### config.mk
export PLATFORM = sky130hd
export DESIGN_NAME = rab_setting_bank
export DESIGN_NICKNAME = d
export VERILOG_FILES = /design/src/rab_stepdown_decode.v /design/src/rab_linear_decode.v /design/src/rab_setting_bank.v
export VERILOG_INCLUDE_DIRS = /design/src
export SDC_FILE = /design/constraint.sdc
export NUM_CORES = 1
export LEC_CHECK = 0
export BUFFER_PORTS_ARGS = -buffer_cell sky130_fd_sc_hd__buf_2
export CORE_ASPECT_RATIO = 0.5
export CORE_UTILIZATION = 40
export CTS_BUF_LIST = sky130_fd_sc_hd__clkbuf_16
export CTS_CLUSTER_DIAMETER = 150
export CTS_CLUSTER_SIZE = 20
export DETAILED_ROUTE_END_ITERATION = 8
export SKIP_LAST_GASP = 1
export SYNTH_ARGS = -nofsm -noshare
export SYNTH_HDL_FRONTEND = slang
export SYNTH_HIERARCHICAL = 1
export SYNTH_SLANG_ARGS = --single-unit
### constraint.sdc
create_clock -name mclk -period 5.35 [get_ports mclk]
set_input_delay 0.2675 -clock mclk [delete_from_list [all_inputs] [get_ports mclk]]
set_output_delay 0.2675 -clock mclk [all_outputs]
set_load 0.02 [all_outputs]
### src/rab_consts.vh
// constants for the regulator A/B setting bank
// Contract
// - stepdown1 sleep bits count only when mode zero
// - stepdown3 sleep bits count only when mode zero
// - stepdown2 sleep bits count only when mode zero
// - A active, A sleep 0: forced PWM
// - A active, A sleep 1: forced PFM
// - B active: B sleep selects PWM or PFM
// - stepdown1 code: 300 mV plus 10 mV steps
// - stepdown3 code: 530 mV plus 10 mV steps
// - stepdown2 code: 800 mV plus 20 mV steps
// - linear code: 900 mV at 0x02, 50 mV steps
// - linear codes clamp to 0x02 and 0x38
// - linear A selected with sleep set: sleep
// - linear B active with sleep set: sleep
// - mode field: 00 sleep bit, 01/10/11 fixed
`ifndef RAB_CONSTS_VH
`define RAB_CONSTS_VH

// register offsets
`define RAB_OFF_SD1_CFG     9'h09e
`define RAB_OFF_SD3_CFG     9'h09f
`define RAB_OFF_SD2_CFG     9'h0a0
`define RAB_OFF_SD1_A       9'h0a4
`define RAB_OFF_SD3_A       9'h0a5
`define RAB_OFF_SD2_A       9'h0a7
`define RAB_OFF_LN1_A       9'h0a9
`define RAB_OFF_LN2_A       9'h0aa
`define RAB_OFF_LN3_A       9'h0ab
`define RAB_OFF_LN4_A       9'h0ac
`define RAB_OFF_SD1_B       9'h0b5
`define RAB_OFF_SD3_B       9'h0b6
`define RAB_OFF_SD2_B       9'h0b8
`define RAB_OFF_LN1_B       9'h0ba
`define RAB_OFF_LN2_B       9'h0bb

// reset values
`define RAB_RST_REG         8'h00
`define RAB_RD_UNMAPPED     8'h00

// field positions
`define RAB_SLEEP_BIT       7
`define RAB_MODE_HI         7
`define RAB_MODE_LO         6
`define RAB_SD_CODE_HI      6
`define RAB_LN_CODE_HI      5

// mode encodings (field and output)
`define RAB_MODE_BY_SLEEP   2'h0
`define RAB_MODE_PFM        2'h1
`define RAB_MODE_PWM        2'h2
`define RAB_MODE_AUTO       2'h3

// voltage mapping in mV
`define RAB_SD1_BASE_MV     12'h12c
`define RAB_SD1_STEP_MV     12'h00a
`define RAB_SD3_BASE_MV     12'h212
`define RAB_SD3_STEP_MV     12'h00a
`define RAB_SD2_BASE_MV     12'h320
`define RAB_SD2_STEP_MV     12'h014
`define RAB_LN_BASE_MV      12'h384
`define RAB_LN_STEP_MV      12'h032
`define RAB_LN_CODE_MIN     6'h02
`define RAB_LN_CODE_MAX     6'h38

`endif

### src/rab_stepdown_decode.v
// step-down converter setting decode: code, target level and mode
`timescale 1ns/1ps
module rab_stepdown_decode #(
    parameter [11:0] BASE_MV = 12'h12c,
    parameter [11:0] STEP_MV = 12'h00a
) (
    // chosen settings
    input  wire [7:0]  setting_a,
    input  wire [7:0]  setting_b,
    input  wire        sel_b,
    input  wire [1:0]  mode_field,
    // decoded result
    output wire [6:0]  code,
    output wire [11:0] level_mv,
    output reg  [1:0]  mode
);
`include "rab_consts.vh"

    wire [7:0]  chosen;
    wire        sleep_bit;
    wire [11:0] offset_mv;

    assign chosen    = sel_b ? setting_b : setting_a;
    assign sleep_bit = chosen[`RAB_SLEEP_BIT];
    assign code      = chosen[`RAB_SD_CODE_HI:0];
    assign offset_mv = {5'h00, code} * STEP_MV;
    assign level_mv  = BASE_MV + offset_mv;

    // sleep bits only matter while the mode field is zero
    always @* begin
        case (mode_field)
            `RAB_MODE_BY_SLEEP: begin
                if (sleep_bit)
                    mode = `RAB_MODE_PFM;
                else
                    mode = `RAB_MODE_PWM;
            end
            default: mode = mode_field;
        endcase
    end
endmodule

### src/rab_linear_decode.v
// linear regulator setting decode with code clamping
`timescale 1ns/1ps
module rab_linear_decode (
    // chosen settings
    input  wire [7:0]  setting_a,
    input  wire [7:0]  setting_b,
    input  wire        sel_b,
    // decoded result
    output wire [5:0]  code,
    output wire [11:0] level_mv,
    output wire        sleep
);
`include "rab_consts.vh"

    wire [7:0]  chosen;
    wire [11:0] offset_mv;

    function [5:0] clamp_code;
        input [5:0] raw;
        begin
            if (raw < `RAB_LN_CODE_MIN)
                clamp_code = `RAB_LN_CODE_MIN;
            else if (raw > `RAB_LN_CODE_MAX)
                clamp_code = `RAB_LN_CODE_MAX;
            else
                clamp_code = raw;
        end
    endfunction

    assign chosen    = sel_b ? setting_b : setting_a;
    // bit 6 is kept in the register but never looked at here
    assign code      = clamp_code(chosen[`RAB_LN_CODE_HI:0]);
    assign offset_mv = {6'h00, code - `RAB_LN_CODE_MIN} * `RAB_LN_STEP_MV;
    assign level_mv  = `RAB_LN_BASE_MV + offset_mv;
    assign sleep     = chosen[`RAB_SLEEP_BIT];
endmodule

### src/rab_setting_bank.v
// regulator A/B setting register bank with decoded, registered outputs
`timescale 1ns/1ps
module rab_setting_bank (
    // clock and reset
    input  wire        mclk,
    input  wire        arst_n,
    // register access from the 2-wire port
    input  wire [8:0]  reg_addr,
    input  wire        reg_wr,
    input  wire        reg_rd,
    input  wire [7:0]  reg_wdata,
    output reg  [7:0]  reg_rdata,
    output reg         reg_ack,
    output reg         reg_hit,
    // setting selects, 1 picks B
    input  wire        stepdown1_sel_b,
    input  wire        stepdown2_sel_b,
    input  wire        stepdown3_sel_b,
    input  wire        linear1_sel_b,
    input  wire        linear2_sel_b,
    // first step-down converter
    output reg  [6:0]  stepdown1_code,
    output reg  [11:0] stepdown1_mv,
    output reg  [1:0]  stepdown1_mode,
    // second step-down converter
    output reg  [6:0]  stepdown2_code,
    output reg  [11:0] stepdown2_mv,
    output reg  [1:0]  stepdown2_mode,
    // third step-down converter
    output reg  [6:0]  stepdown3_code,
    output reg  [11:0] stepdown3_mv,
    output reg  [1:0]  stepdown3_mode,
    // linear regulators
    output reg  [5:0]  linear1_code,
    output reg  [11:0] linear1_mv,
    output reg         linear1_sleep,
    output reg  [5:0]  linear2_code,
    output reg  [11:0] linear2_mv,
    output reg         linear2_sleep,
    output reg  [5:0]  linear3_code,
    output reg  [11:0] linear3_mv,
    output reg         linear3_sleep,
    output reg  [5:0]  linear4_code,
    output reg  [11:0] linear4_mv,
    output reg         linear4_sleep
);
`include "rab_consts.vh"

    // configuration registers holding the mode fields
    reg  [7:0]  stepdown1_cfg_r;
    reg  [7:0]  stepdown2_cfg_r;
    reg  [7:0]  stepdown3_cfg_r;
    // setting registers
    reg  [7:0]  stepdown1_setting_a_r;
    reg  [7:0]  stepdown2_setting_a_r;
    reg  [7:0]  stepdown3_setting_a_r;
    reg  [7:0]  linear1_setting_a_r;
    reg  [7:0]  linear2_setting_a_r;
    reg  [7:0]  linear3_setting_a_r;
    reg  [7:0]  linear4_setting_a_r;
    reg  [7:0]  stepdown1_setting_b_r;
    reg  [7:0]  stepdown2_setting_b_r;
    reg  [7:0]  stepdown3_setting_b_r;
    reg  [7:0]  linear1_setting_b_r;
    reg  [7:0]  linear2_setting_b_r;

    // read path
    reg  [7:0]  rdata_nxt;
    reg         hit_nxt;

    // decoded values
    wire [6:0]  sd1_code;
    wire [11:0] sd1_mv;
    wire [1:0]  sd1_mode;

    wire [6:0]  sd2_code;
    wire [11:0] sd2_mv;
    wire [1:0]  sd2_mode;

    wire [6:0]  sd3_code;
    wire [11:0] sd3_mv;
    wire [1:0]  sd3_mode;

    wire [5:0]  ln1_code;
    wire [11:0] ln1_mv;
    wire        ln1_sleep;

    wire [5:0]  ln2_code;
    wire [11:0] ln2_mv;
    wire        ln2_sleep;

    wire [5:0]  ln3_code;
    wire [11:0] ln3_mv;
    wire        ln3_sleep;

    wire [5:0]  ln4_code;
    wire [11:0] ln4_mv;
    wire        ln4_sleep;

    wire [1:0]  sd1_mode_field;
    wire [1:0]  sd2_mode_field;
    wire [1:0]  sd3_mode_field;

    assign sd1_mode_field = stepdown1_cfg_r[`RAB_MODE_HI:`RAB_MODE_LO];
    assign sd2_mode_field = stepdown2_cfg_r[`RAB_MODE_HI:`RAB_MODE_LO];
    assign sd3_mode_field = stepdown3_cfg_r[`RAB_MODE_HI:`RAB_MODE_LO];

    // writes: every bit is read/write, reserved ones included
    always @(posedge mclk or negedge arst_n) begin
        if (!arst_n) begin
            stepdown1_cfg_r       <= `RAB_RST_REG;
            stepdown2_cfg_r       <= `RAB_RST_REG;
            stepdown3_cfg_r       <= `RAB_RST_REG;
            stepdown1_setting_a_r <= `RAB_RST_REG;
            stepdown2_setting_a_r <= `RAB_RST_REG;
            stepdown3_setting_a_r <= `RAB_RST_REG;
            linear1_setting_a_r   <= `RAB_RST_REG;
            linear2_setting_a_r   <= `RAB_RST_REG;
            linear3_setting_a_r   <= `RAB_RST_REG;
            linear4_setting_a_r   <= `RAB_RST_REG;
            stepdown1_setting_b_r <= `RAB_RST_REG;
            stepdown2_setting_b_r <= `RAB_RST_REG;
            stepdown3_setting_b_r <= `RAB_RST_REG;
            linear1_setting_b_r   <= `RAB_RST_REG;
            linear2_setting_b_r   <= `RAB_RST_REG;
        end else if (reg_wr) begin
            if (reg_addr == `RAB_OFF_SD1_CFG)
                stepdown1_cfg_r <= reg_wdata;
            else if (reg_addr == `RAB_OFF_SD3_CFG)
                stepdown3_cfg_r <= reg_wdata;
            else if (reg_addr == `RAB_OFF_SD2_CFG)
                stepdown2_cfg_r <= reg_wdata;
            else if (reg_addr == `RAB_OFF_SD1_A)
                stepdown1_setting_a_r <= reg_wdata;
            else if (reg_addr == `RAB_OFF_SD3_A)
                stepdown3_setting_a_r <= reg_wdata;
            else if (reg_addr == `RAB_OFF_SD2_A)
                stepdown2_setting_a_r <= reg_wdata;
            else if (reg_addr == `RAB_OFF_LN1_A)
                linear1_setting_a_r <= reg_wdata;
            else if (reg_addr == `RAB_OFF_LN2_A)
                linear2_setting_a_r <= reg_wdata;
            else if (reg_addr == `RAB_OFF_LN3_A)
                linear3_setting_a_r <= reg_wdata;
            else if (reg_addr == `RAB_OFF_LN4_A)
                linear4_setting_a_r <= reg_wdata;
            else if (reg_addr == `RAB_OFF_SD1_B)
                stepdown1_setting_b_r <= reg_wdata;
            else if (reg_addr == `RAB_OFF_SD3_B)
                stepdown3_setting_b_r <= reg_wdata;
            else if (reg_addr == `RAB_OFF_SD2_B)
                stepdown2_setting_b_r <= reg_wdata;
            else if (reg_addr == `RAB_OFF_LN1_B)
                linear1_setting_b_r <= reg_wdata;
            else if (reg_addr == `RAB_OFF_LN2_B)
                linear2_setting_b_r <= reg_wdata;
        end
    end

    // read decode; unmapped offsets read as zero with hit low
    always @* begin
        hit_nxt   = 1'b1;
        rdata_nxt = `RAB_RD_UNMAPPED;
        if (reg_addr == `RAB_OFF_SD1_CFG)
            rdata_nxt = stepdown1_cfg_r;
        else if (reg_addr == `RAB_OFF_SD3_CFG)
            rdata_nxt = stepdown3_cfg_r;
        else if (reg_addr == `RAB_OFF_SD2_CFG)
            rdata_nxt = stepdown2_cfg_r;
        else if (reg_addr == `RAB_OFF_SD1_A)
            rdata_nxt = stepdown1_setting_a_r;
        else if (reg_addr == `RAB_OFF_SD3_A)
            rdata_nxt = stepdown3_setting_a_r;
        else if (reg_addr == `RAB_OFF_SD2_A)
            rdata_nxt = stepdown2_setting_a_r;
        else if (reg_addr == `RAB_OFF_LN1_A)
            rdata_nxt = linear1_setting_a_r;
        else if (reg_addr == `RAB_OFF_LN2_A)
            rdata_nxt = linear2_setting_a_r;
        else if (reg_addr == `RAB_OFF_LN3_A)
            rdata_nxt = linear3_setting_a_r;
        else if (reg_addr == `RAB_OFF_LN4_A)
            rdata_nxt = linear4_setting_a_r;
        else if (reg_addr == `RAB_OFF_SD1_B)
            rdata_nxt = stepdown1_setting_b_r;
        else if (reg_addr == `RAB_OFF_SD3_B)
            rdata_nxt = stepdown3_setting_b_r;
        else if (reg_addr == `RAB_OFF_SD2_B)
            rdata_nxt = stepdown2_setting_b_r;
        else if (reg_addr == `RAB_OFF_LN1_B)
            rdata_nxt = linear1_setting_b_r;
        else if (reg_addr == `RAB_OFF_LN2_B)
            rdata_nxt = linear2_setting_b_r;
        else
            hit_nxt = 1'b0;
    end

    // answer one cycle after the strobe; rdata holds until the next read
    always @(posedge mclk or negedge arst_n) begin
        if (!arst_n) begin
            reg_rdata <= `RAB_RD_UNMAPPED;
            reg_ack   <= 1'b0;
            reg_hit   <= 1'b0;
        end else begin
            reg_ack <= reg_rd | reg_wr;
            if (reg_rd | reg_wr)
                reg_hit <= hit_nxt;
            if (reg_rd)
                reg_rdata <= rdata_nxt;
        end
    end

    // step-down converters
    rab_stepdown_decode #(
        .BASE_MV (`RAB_SD1_BASE_MV),
        .STEP_MV (`RAB_SD1_STEP_MV)
    ) u_sd1 (
        .setting_a  (stepdown1_setting_a_r),
        .setting_b  (stepdown1_setting_b_r),
        .sel_b      (stepdown1_sel_b),
        .mode_field (sd1_mode_field),
        .code       (sd1_code),
        .level_mv   (sd1_mv),
        .mode       (sd1_mode)
    );

    rab_stepdown_decode #(
        .BASE_MV (`RAB_SD2_BASE_MV),
        .STEP_MV (`RAB_SD2_STEP_MV)
    ) u_sd2 (
        .setting_a  (stepdown2_setting_a_r),
        .setting_b  (stepdown2_setting_b_r),
        .sel_b      (stepdown2_sel_b),
        .mode_field (sd2_mode_field),
        .code       (sd2_code),
        .level_mv   (sd2_mv),
        .mode       (sd2_mode)
    );

    rab_stepdown_decode #(
        .BASE_MV (`RAB_SD3_BASE_MV),
        .STEP_MV (`RAB_SD3_STEP_MV)
    ) u_sd3 (
        .setting_a  (stepdown3_setting_a_r),
        .setting_b  (stepdown3_setting_b_r),
        .sel_b      (stepdown3_sel_b),
        .mode_field (sd3_mode_field),
        .code       (sd3_code),
        .level_mv   (sd3_mv),
        .mode       (sd3_mode)
    );

    // linear regulators; 3 and 4 have no B register here, so they stay on A
    rab_linear_decode u_ln1 (
        .setting_a (linear1_setting_a_r),
        .setting_b (linear1_setting_b_r),
        .sel_b     (linear1_sel_b),
        .code      (ln1_code),
        .level_mv  (ln1_mv),
        .sleep     (ln1_sleep)
    );

    rab_linear_decode u_ln2 (
        .setting_a (linear2_setting_a_r),
        .setting_b (linear2_setting_b_r),
        .sel_b     (linear2_sel_b),
        .code      (ln2_code),
        .level_mv  (ln2_mv),
        .sleep     (ln2_sleep)
    );

    rab_linear_decode u_ln3 (
        .setting_a (linear3_setting_a_r),
        .setting_b (linear3_setting_a_r),
        .sel_b     (1'b0),
        .code      (ln3_code),
        .level_mv  (ln3_mv),
        .sleep     (ln3_sleep)
    );

    rab_linear_decode u_ln4 (
        .setting_a (linear4_setting_a_r),
        .setting_b (linear4_setting_a_r),
        .sel_b     (1'b0),
        .code      (ln4_code),
        .level_mv  (ln4_mv),
        .sleep     (ln4_sleep)
    );

    // outputs are registered so the analog side sees glitch-free levels
    always @(posedge mclk or negedge arst_n) begin
        if (!arst_n) begin
            stepdown1_code <= 7'h00;
            stepdown1_mv   <= `RAB_SD1_BASE_MV;
            stepdown1_mode <= `RAB_MODE_PWM;

            stepdown2_code <= 7'h00;
            stepdown2_mv   <= `RAB_SD2_BASE_MV;
            stepdown2_mode <= `RAB_MODE_PWM;

            stepdown3_code <= 7'h00;
            stepdown3_mv   <= `RAB_SD3_BASE_MV;
            stepdown3_mode <= `RAB_MODE_PWM;

            linear1_code   <= `RAB_LN_CODE_MIN;
            linear1_mv     <= `RAB_LN_BASE_MV;
            linear1_sleep  <= 1'b0;

            linear2_code   <= `RAB_LN_CODE_MIN;
            linear2_mv     <= `RAB_LN_BASE_MV;
            linear2_sleep  <= 1'b0;

            linear3_code   <= `RAB_LN_CODE_MIN;
            linear3_mv     <= `RAB_LN_BASE_MV;
            linear3_sleep  <= 1'b0;

            linear4_code   <= `RAB_LN_CODE_MIN;
            linear4_mv     <= `RAB_LN_BASE_MV;
            linear4_sleep  <= 1'b0;
        end else begin
            stepdown1_code <= sd1_code;
            stepdown1_mv   <= sd1_mv;
            stepdown1_mode <= sd1_mode;

            stepdown2_code <= sd2_code;
            stepdown2_mv   <= sd2_mv;
            stepdown2_mode <= sd2_mode;

            stepdown3_code <= sd3_code;
            stepdown3_mv   <= sd3_mv;
            stepdown3_mode <= sd3_mode;

            linear1_code   <= ln1_code;
            linear1_mv     <= ln1_mv;
            linear1_sleep  <= ln1_sleep;

            linear2_code   <= ln2_code;
            linear2_mv     <= ln2_mv;
            linear2_sleep  <= ln2_sleep;

            linear3_code   <= ln3_code;
            linear3_mv     <= ln3_mv;
            linear3_sleep  <= ln3_sleep;

            linear4_code   <= ln4_code;
            linear4_mv     <= ln4_mv;
            linear4_sleep  <= ln4_sleep;
        end
    end
endmodule

# Yosys cells after proc, flatten, opt, wreduce, memory -nomap -nowiden

Index checks and enable logic that the tools add are counted.

Bits in read-only memories: 0
Flip-flop bits (word level): 269
Output and inout bits: 149
Memories kept: 0
Latch bits: 0
Bits in writable memories: 0

Divide/modulo/power cells: 0
Add/sub/neg operators: 11
$lt $le $gt $ge: 8
Shifts and indexed selects: 0
Eq/ne operators: 15
Multiply operators: 7
Reductions and logical operators: 18
Bitwise gates (word level): 15
Muxes and demuxes: 49

Operators by type and width:

| operator                                                                     | number |
|---|---|
| 8-bit two-way mux                                                            | 20 |
| 9-bit by 8-bit equality test with 1-bit output, second input constant        | 15 |
| 10-bit by 12-bit adder with 12-bit output, first input constant              | 5 |
| 6-bit two-way mux                                                            | 8 |
| 6-bit by 5-bit multiplier with 11-bit output, second input constant          | 4 |
| 7-bit by 3-bit multiplier with 10-bit output, second input constant          | 3 |
| 6-bit > comparator, second input constant                                    | 4 |
| 6-bit by 2-bit less-than comparator with 1-bit output, second input constant | 4 |
| 6-bit by 2-bit subtractor with 6-bit output, second input constant           | 4 |
| 16-bit AND reduction                                                         | 1 |
| 1-bit two-way mux                                                            | 15 |
| 15-bit AND reduction                                                         | 1 |
| 1-bit inverter                                                               | 14 |
| 14-bit AND reduction                                                         | 1 |
| 13-bit AND reduction                                                         | 1 |
| 10-bit by 11-bit adder with 12-bit output, first input constant              | 1 |
| 9-bit by 11-bit adder with 12-bit output, first input constant               | 1 |
| 2-bit two-way mux                                                            | 6 |
| 12-bit AND reduction                                                         | 1 |
| 11-bit AND reduction                                                         | 1 |
| 10-bit AND reduction                                                         | 1 |
| 9-bit AND reduction                                                          | 1 |
| 8-bit AND reduction                                                          | 1 |
| 7-bit AND reduction                                                          | 1 |
| 7 further kinds                                                              | 9 |

# Longest topological paths before layout

Gate-level depths: netlist of run 1.

Word-level depth: 16
Gate-level depth with buffers: 19
Gate-level depth less buffers: 18

# Cells and area by module

Netlist of run 1, hierarchy kept.

Modules (own cells, without submodules):

| module                         | area each (sq um) | cells each | instances |
|---|---|---|---|
| rab_setting_bank               | 10114.7           | 697        | 1 |
| rab_linear_decode at u_ln1 ... | 874.6             | 104        | 3 |
| rab_linear_decode at u_ln4     | 917.1             | 108        | 1 |
| rab_stepdown_decode at u_sd1   | 758.2             | 84         | 1 |
| rab_stepdown_decode at u_sd2   | 603.1             | 75         | 1 |
| rab_stepdown_decode at u_sd3   | 581.8             | 67         | 1 |

# Worst setup path before layout of run 1

OpenSTA, ideal clock, no wires.

Path type: reg-to-reg
Start point: register linear4_setting_a_r[3]
End point: register linear4_mv[11]
Library setup time: 136 ps
Arrival time: 3913 ps
Stages on the path, launching flop included: 18
Setup slack: 1301 ps
Data required time: 5214 ps
Path through: dfrtp_1 > and2_1 > nand2b_1 > a21boi_0 > nor2_1 > inv_1 > ha_1 > inv_1 > nor3_1 > xor2_1 > ha_1 > ha_1 > ha_1 > ha_1 > a21boi_1 > or4b_1 > o311ai_0 > xnor2_1

Longest elaborated chain between the ends: 6
Elaborated cells between the ends (all ways): 7

Ends and longest elaborated chain:

| what                                                     | line                   | text |
|---|---|---|
| start: declaration                                       | rab_setting_bank.v:60  | `reg [7:0] linear4_setting_a_r;` |
| start signal: assignment                                 | rab_setting_bank.v:120 | `` linear4_setting_a_r <= `RAB_RST_REG; `` |
| start signal: assignment                                 | rab_setting_bank.v:146 | `linear4_setting_a_r <= reg_wdata;` |
| 6-bit > comparator (no line)                             | n/a                    |  |
| 6-bit two-way mux                                        | rab_linear_decode.v:23 | `` else if (raw > `RAB_LN_CODE_MAX) `` |
| 6-bit two-way mux *                                      | rab_linear_decode.v:21 | `` if (raw < `RAB_LN_CODE_MIN) `` |
| via ln4_code[2]                                          | rab_setting_bank.v:96  | `wire [5:0] ln4_code;` |
| 6-bit by 2-bit subtractor with 6-bit output (no line) *  | n/a                    |  |
| 6-bit by 5-bit multiplier with 11-bit output (no line) * | n/a                    |  |
| 10-bit by 12-bit adder with 12-bit output (no line) *    | n/a                    |  |
| via ln4_mv[11]                                           | rab_setting_bank.v:97  | `wire [11:0] ln4_mv;` |
| end signal: assignment                                   | rab_setting_bank.v:318 | `` linear4_mv <= `RAB_LN_BASE_MV; `` |
| end signal: assignment                                   | rab_setting_bank.v:346 | `linear4_mv <= ln4_mv;` |
| end: declaration                                         | rab_setting_bank.v:44  | `output reg [11:0] linear4_mv,` |

The timed path passes the listed nets; every way through them passes the cells marked *.
A chain may end at the register's enable or synchronous reset.

# Worst setup path after layout of run 1

Ends and elaborated chain as after synthesis.

==> results of run 1 <==
-- worst paths after layout --
| path | depth (start not counted) | to | start | slack [ns] |
|---|---|---|---|---|
| min in group asynchronous | 2 | linear1_mv[0] | arst_n | 0.27 |
| hold / removal | 2 | stepdown3_mv[1] | stepdown3_sel_b | 0.08 |
| max in group asynchronous | 3 | linear2_mv[5] | arst_n | 3.88 |
| setup reg to reg | 17 | linear4_mv[11] | linear4_setting_a_r[3] | 0.76 |
| setup / recovery | 17 | linear4_mv[11] | linear4_setting_a_r[3] | 0.76 |
| hold reg to reg | 1 | stepdown3_cfg_r[5] | stepdown3_cfg_r[5] | 0.51 |
-- Yosys cell counts, types with 6 or more instances --
cell	count
dfrtp_1	236
mux2_2	147
ha_1	121
nor2_1	65
inv_1	57
a21oi_1	53
nand2_1	45
xnor2_1	43
xor2_1	35
dfstp_2	33
nand3_1	33
nor3_1	33
mux2i_1	28
buf_4	27
clkbuf_1	23
nand2b_1	18
a21o_1	15
o21ai_0	14
buf_2	13
nor2b_1	13
a211oi_1	12
a22oi_1	11
and3_1	11
nor3b_1	11
o21a_1	11
o21ai_1	11
mux2_1	10
o221ai_1	10
conb_1	8
mux2_4	8
fa_1	7
nand4bb_1	7
o21bai_1	7
a2111oi_0	6
a211oi_2	6
buf_6	6
nand4b_1	6
o22ai_1	6
-- area by class of cell --
class,instances,share of cell area
Clock buffer,17,0.02468
Clock inverter,13,0.003846
Inverter,58,0.01263
Multi-Input combinational cell,947,0.4746
Sequential cell,269,0.3928
Tap cell,520,0.03774
Timing Repair Buffer,178,0.05370
-- worst max-delay path: cells and delay by family (launching register included) --
family,cells,cell delay (ns)
fa+ha+maj,5,1.55
simple gates,5,1.09
compound gates,3,0.61
flops,1,0.56
xor+xnor,2,0.48
buf+inv,2,0.18
-- power groups by stage --
stage	registers [mW]	logic, mW	clock network (mW)
2_1_floorplan	2.47	0.545	0
3_3_place_gp	2.31	0.989	0
3_5_place_dp	2.31	1.00	0
4_1_cts	2.27	1.01	1.36
5_1_grt	2.29	1.10	1.43
6_report	2.27	1.00	1.31
-- timing repair --
| action | 4_1_cts | 5_1_grt |
|---|---|---|
| hold buffers | 1 | 0 |
| endpoints found under the hold margin | 63 | 0 |
| gates resized for setup | 0 | 0 |
-- metrics by stage --
step / setup WS (ns) / hold slack [ns] / std cells / power (mW) / util
floorplan: 1.301 / -0.02809 / 1346 / 3.013 / -
global placement: 0.9623 / 0.2676 / 1971 / 3.295 / 0.4415
detailed placement: 0.8120 / 0.2831 / 1971 / 3.312 / 0.4415
CTS: 0.7917 / 0.07395 / 2002 / 4.638 / 0.4548
global route: 0.4044 / 0.1010 / 2002 / 4.812 / 0.4548
finish: 0.7567 / 0.08367 / 2002 / 4.582 / 0.4548
-- cells by family after synthesis --
group,after synthesis,synth area share
compound gates,231,0.1134
xor+xnor,80,0.04588
fa+ha+maj,128,0.1060
buf+inv,130,0.04203
flops,269,0.4342
mux,196,0.1433
other cells,8,0.001925
simple gates,301,0.1132
-- flip-flops by register name, summed over array words and instances, names as in the netlist, 12 cells and up --
signal	cells
stepdown3_mv	12
linear4_mv	12
stepdown2_mv	12
linear3_mv	12
linear2_mv	12
linear1_mv	12
stepdown1_mv	12
-- per-layer routing --
metal  track usage  up-vias
li1              -     5118
met2        0.3173      214
met5             0        -
met1        0.2876     5434
met4       0.03976        0
met3       0.02997       44
==> results.md, run 1 <==
* Clock Sinks at about 270
* Final TNS setup at 0 ns
* Logic pwr share at 0.218
* # IOs at around 180
* Total Routing Usage GR at 0.1991
* P&R area growth vs syn at 10.52%
* Die Span X at around 280 um
* H-tree Lvls at 1
* Endpoint type of the worst setup path: register
* Leading area contributor after synthesis: dfrtp_1
* Pin count of the biggest net entering global routing at 138
* CTS Buf Count at 17
* Final period util at 0.8586
* CTS tree: done
* Final wirelength at ~40000 um
* Max_slew headroom at 0.1840
* Met3 Wirelength at approximately 1700 um
* Dominant synthesized flop cell: dfrtp_1
* Nets at ~1600
* Die Y-Extent at 141.6 um
* Flops & latches, synth at around 270
* Syn. warnings at 6
* CP arrival at 4.99 ns
* Crit path max fanout at 10
* Total grt overflow at 0
* Vias per cell at between 5 and 6
* Sequential Power Share at 0.495
* Fin area at between 0.015 and 0.02 mm^2
* First-pass GRT wire length at between 60000 and 70000 um
* Initial DRC Count at between 600 and 700
* Initial Utilization at 0.4115
* DRT antenna net count at 0
* Vias in the first global route at between 10000 and 15000
* Setup Fix Bufs, Post-CTS at 0
* Post-Syn Instances at 1343
* Sequential share of the synthesized area at 0.4342
* Period minus WS final at roughly 4.6 ns
* Status: finished, final reports clean
* DPL Wire Length at 29660 um
* Skew final at ~0.025 ns
* Footprint of the multi-input gates at between 0.008 and 0.009 mm^2
* Clock Latency Late Sink at ~0.53 ns
* I/O Buffers at roughly 170
* Clock network power share at 0.286
* Initial antenna violation count at 1
* Synthesized area at around 0.016 mm^2
* Dpl cell area at ~0.017 mm^2
* Power density over cell area at 265.8 mW/mm^2
* Core Footprint at 0.03791 mm^2
* Max Slew Vio Count at 0
* Sw power at around 1.4 mW
* Synth async-reset ratio at 1.000
* Met2 WL at approximately 18000 um
* Max IR drop VDD at between 150 and 200 uV
* Number of synthesized flops with an enable pin at 0
* Die area at between 0.03 and 0.04 mm^2
* Max Freq at about 0.22 GHz
* Synth cell types at 107
* Clk slew on worst S/H paths at 0.10 ns
* Final setup fails at 0
* Avg Synthesized Cell Area at 11.61 um^2
* Most common cell on crit path: ha_1
* Req. time, crit path at around 5.7 ns
* Top post-synthesis cells by area: dfrtp_1 (38%), mux2_2 (11%), ha_1 (9.7%)
* M1 wire length at between 15000 and 20000 um
* Share of cells above drive strength 1 at 0.2942
* WL per Instance at ~20 um
* Commonest cells after routing, fill and taps aside: dfrtp_1 (236), buf_2 (173), mux2_2 (147), ha_1 (121), inv_1 (68)
* DRT Pass-1 Iters at 5
* Setup CP Type: reg -> reg
* RSZ-0062 raised after global routing: false
* Storage cell area at a little under 0.007 mm^2
* Maxcap violations at 0
* Fillers at roughly 3600
* Lkg Pwr at between 8 and 9 nW
* Top Metal Used: met4
* Remaining DRCs at 0
* Maximum clock insertion buffer count at 3
* Slowest CP cell: dfrtp_1
* Crit path launch type: register
* CTS root buffer: clkbuf_16
* Transition time of the tightest slew-check pin at approximately 1.2 ns
* Antenna Diode Count at 0
* Routed vias at roughly 11000
* Rows at 50
* Placer Congestion at around 0.96
* Sw Ratio at 0.3086
* Internal Power at around 3.2 mW
* Hold crit path type: in -> reg
* Crit-path cells: and2_1 -> nand2b_1 -> a21boi_0 -> nor2_1 -> inv_1 -> ha_1 -> inv_1 -> nor3_1 -> xor2_1 -> ha_1 -> ha_1 -> ha_1 -> ha_1 -> a21boi_1 -> or4b_1 -> o311ai_0 -> xnor2_1
* Hold Vio Cnt, Final at 0
* Leading cell type in the layout, fill and taps excluded: dfrtp_1
* Top cell type's share of synthesized area at 0.3786
* Crit path largest cell delay at around 0.56 ns
(Power assumes the default switching activity.)
==> run 2, diff against run 1 <==
--- a/config.mk
+++ b/config.mk
@@ -6,6 +6,7 @@
 export SDC_FILE = /design/constraint.sdc
 export NUM_CORES = 1
 export LEC_CHECK = 0
+export ABC_AREA = 1
 export BUFFER_PORTS_ARGS = -buffer_cell sky130_fd_sc_hd__buf_2
 export CORE_ASPECT_RATIO = 0.5
 export CORE_UTILIZATION = 40
==> results.md, run 2 <==
* Status: finished, final reports clean
* WL per Instance at 16.23 um (-18%)
* Final setup fails at 0 (unchanged)
* Total Routing Usage GR at 0.2014 (+0.002331)
* RSZ-0062 raised after global routing: false
* DRT antenna net count at 0 (unchanged)
* Max_slew headroom at 0.3582 (+0.1742)
* Number of synthesized flops with an enable pin at 0 (unchanged)
* Vias per cell at 4.905 (-9.2%)
* Synthesized area at 0.01560 mm^2 (about the same)
* Initial antenna violation count at 1 (unchanged)
* Commonest cells after routing, fill and taps aside: nand2_1 (479), dfrtp_1 (236), buf_2 (173), inv_1 (170), o21ai_0 (125)
* DRT Pass-1 Iters at 7 (+2)
* Leading cell type in the layout, fill and taps excluded: nand2_1
* Initial DRC Count at 934 (+47%)
* Share of cells above drive strength 1 at 0.2221 (-0.07209)
* Skew final at 0.02300 ns (-0.001787 ns)
* Synth cell types at 56 (-48%)
* Total grt overflow at 0 (unchanged)
* Hold Vio Cnt, Final at 0 (unchanged)
* Maxcap violations at 0 (unchanged)
* Rows at 50 (unchanged)
* P&R area growth vs syn at 11.00%
* PostCTS Resize Cnt at 0 (unchanged)
* # IOs at 175 (unchanged)
* DPL Wire Length at 30010 um (+1.2%)
* Initial Utilization at 0.4116 (about the same)
* Dominant synthesized flop cell: dfrtp_1
* Die Y-Extent at 141.7 um (about the same)
* Routed vias at 12003 (+11%)
* H-tree Lvls at 1 (unchanged)
* Power density over cell area at 276.2 mW/mm^2 (+3.9%)
* Leading area contributor after synthesis: dfrtp_1
* Core Footprint at 0.03791 mm^2 (unchanged)
* Crit path max fanout at 7 (-3)
* Syn. warnings at 6 (unchanged)
* Die area at 0.03985 mm^2 (about the same)
* Synth async-reset ratio at 1.000 (unchanged)
* Max IR drop VDD at 185.9 uV (+6.8%)
* Final period util at 0.7340 (-0.1245)
* Post-Syn Instances at 1777 (+32%)
* Post-cts hold buffer count at 5 (+4)
* Clock Latency Late Sink at 0.53 ns (about the same)
* Flops & latches, synth at 269 (unchanged)
* Vias in the first global route at 11355 (+5.0%)
* Nets at 2070 (+27%)
* Endpoint type of the worst setup path: register
* Top cell type's share of synthesized area at 0.3785 (about the same)
* Remaining DRCs at 0 (unchanged)
* Final Power at 4.783 mW (+4.4%)
* Clk slew on worst S/H paths at 0.09 ns (about the same)
* Antenna Diode Count at 0 (unchanged)
* CTS root buffer: clkbuf_16
* CTS Buf Count at 17 (unchanged)
* Max Freq at 0.2546 GHz (+17%)
* Setup CP Type: reg -> reg
* Req. time, crit path at 5.77 ns (+0.03 ns)
* Transition time of the tightest slew-check pin at 0.9575 ns (-0.2639 ns)
* CTS tree: done
* Period minus WS final at 3.927 ns (-0.6663 ns)
* Cell with the most instances after synthesis: nand2_1
* Max Slew Vio Count at 0 (unchanged)
* Final wirelength at 39730 um (about the same)
* Clock Sinks at 269 (unchanged)
* Top post-synthesis cells by area: dfrtp_1 (38%), nand2_1 (12%), ha_1 (9.7%)
* Crit path launch type: register
* Avg Synthesized Cell Area at 8.781 um^2 (-24%)
* Lkg Pwr at 9.353 nW (+7.6%)
* Synth cell count leaders: nand2_1 (479), dfrtp_1 (236), inv_1 (159)
* First-pass GRT wire length at 62720 um (+0.90%)
* I/O Buffers at 174 (unchanged)
* Placer Congestion at 0.9316 (-3.0%)
* Final TNS setup at 0 ns (unchanged)
* CP arrival at 4.34 ns (-0.65 ns)
* Setup Fix Bufs, Post-CTS at 0 (unchanged)
* Hold crit path type: in -> reg
* Die Span X at 281.3 um (about the same)
* Pin count of the biggest net entering global routing at 120 (-13%)
* Sequential share of the synthesized area at 0.4340 (about the same)
* Maximum clock insertion buffer count at 3 (unchanged)
-- run 2: cell types whose count changed after synthesis, moves of 28 or more --
cell and change:
inv_1 +102, mux2_2 -146, nand2_1 +434, nand2_2 +53, nand3_1 +56, nand4_1 +37
o21ai_0 +111, xnor2_1 -28
-- run 2: final timing paths --
check,from,endpoint,slack (ns),depth (start not counted)
max reg2reg,linear2_setting_a_r[5],linear2_mv[11],1.42,21
max in group asynchronous,arst_n,linear3_mv[11],3.65,3
min,reg_wdata[7],linear2_setting_a_r[7],0.03,3
min in group asynchronous,arst_n,stepdown2_mv[3],0.31,2
max,linear2_setting_a_r[5],linear2_mv[11],1.42,21
min reg2reg,stepdown2_cfg_r[5],stepdown2_cfg_r[5],0.49,2
-- run 2: through the flow --
stage | cells | area [um^2] | setup slack [ns] | hold WS (ns) | util
after floorplan | 1780 | 15620 | 1.849 | -0.02809 | -
after global placement | 2412 | 16780 | 1.412 | 0.3087 | 0.4426
after detailed placement | 2412 | 16780 | 1.355 | 0.3110 | 0.4426
after CTS | 2447 | 17320 | 1.404 | 0.01098 | 0.4569
after global routing | 2447 | 17320 | 1.137 | 0.01826 | 0.4569
final | 2447 | 17320 | 1.423 | 0.02522 | 0.4569
-- run 2: worst max-delay path, cell delays in order, from the launching register on --
cell	delay, ns
dfrtp_1	0.50
nand2_4	0.12
nand2_4	0.08
nor2_4	0.13
nand3_4	0.10
nand2_2	0.11
inv_1	0.06
ha_1	0.28
xor2_1	0.33
ha_1	0.29
ha_1	0.28
ha_1	0.30
ha_1	0.45
nand3_1	0.15
nand3_1	0.10
nand2_1	0.06
nand2_2	0.10
nand2_1	0.10
nor2_4	0.11
nand2_4	0.06
nand3_1	0.06
nand2_1	0.05
-- run 2: cells by family (layout without fill, tap and decap cells) --
logic type               Yosys count  after routing  share of synthesized area
buffers and inverters            255            402                    0.07449
AO/OA/AOI/OAI                    208            208                    0.07481
flip-flops                       269            269                     0.4340
multiplexers                       4              4                   0.002646
other                              8             11                   0.001925
AND/OR/NAND/NOR                  852            852                     0.2739
adder cells (fa/ha/maj)          128            128                     0.1060
XOR/XNOR                          53             53                    0.03216
-- run 2: area by class of cell --
cell class,instances,area (um^2)
fillers,3783,20590
multi-input cells,1256,7685
flip-flops and latches,269,6773
repair buffers,183,973.4
inverters,189,747.0
well taps,520,650.6
clock buffers,17,425.4
clock inverters,13,66.31
-- run 2: routing by layer --
| metal | routed length [um] | part of all wire | track usage | vias to the layer above |
|---|---|---|---|---|
| met3 | 2457 | 0.062 | 0.03837 | 35 |
| met2 | 17690 | 0.45 | 0.3154 | 287 |
| li1 | - | - | - | 6015 |
| met5 | 8 | 0.00020 | 0 | - |
| met4 | 522 | 0.013 | 0.03232 | 2 |
| met1 | 19050 | 0.48 | 0.2934 | 5664 |
-- run 2: report_power, final --
| part | switching [mW] | internal [mW] | total, mW |
|---|---|---|---|
| Clock | 0.732 | 0.590 | 1.32 |
| Combinational | 0.774 | 0.397 | 1.17 |
| Sequential | 0.0612 | 2.23 | 2.29 |
| Total | 1.57 | 3.22 | 4.78 |
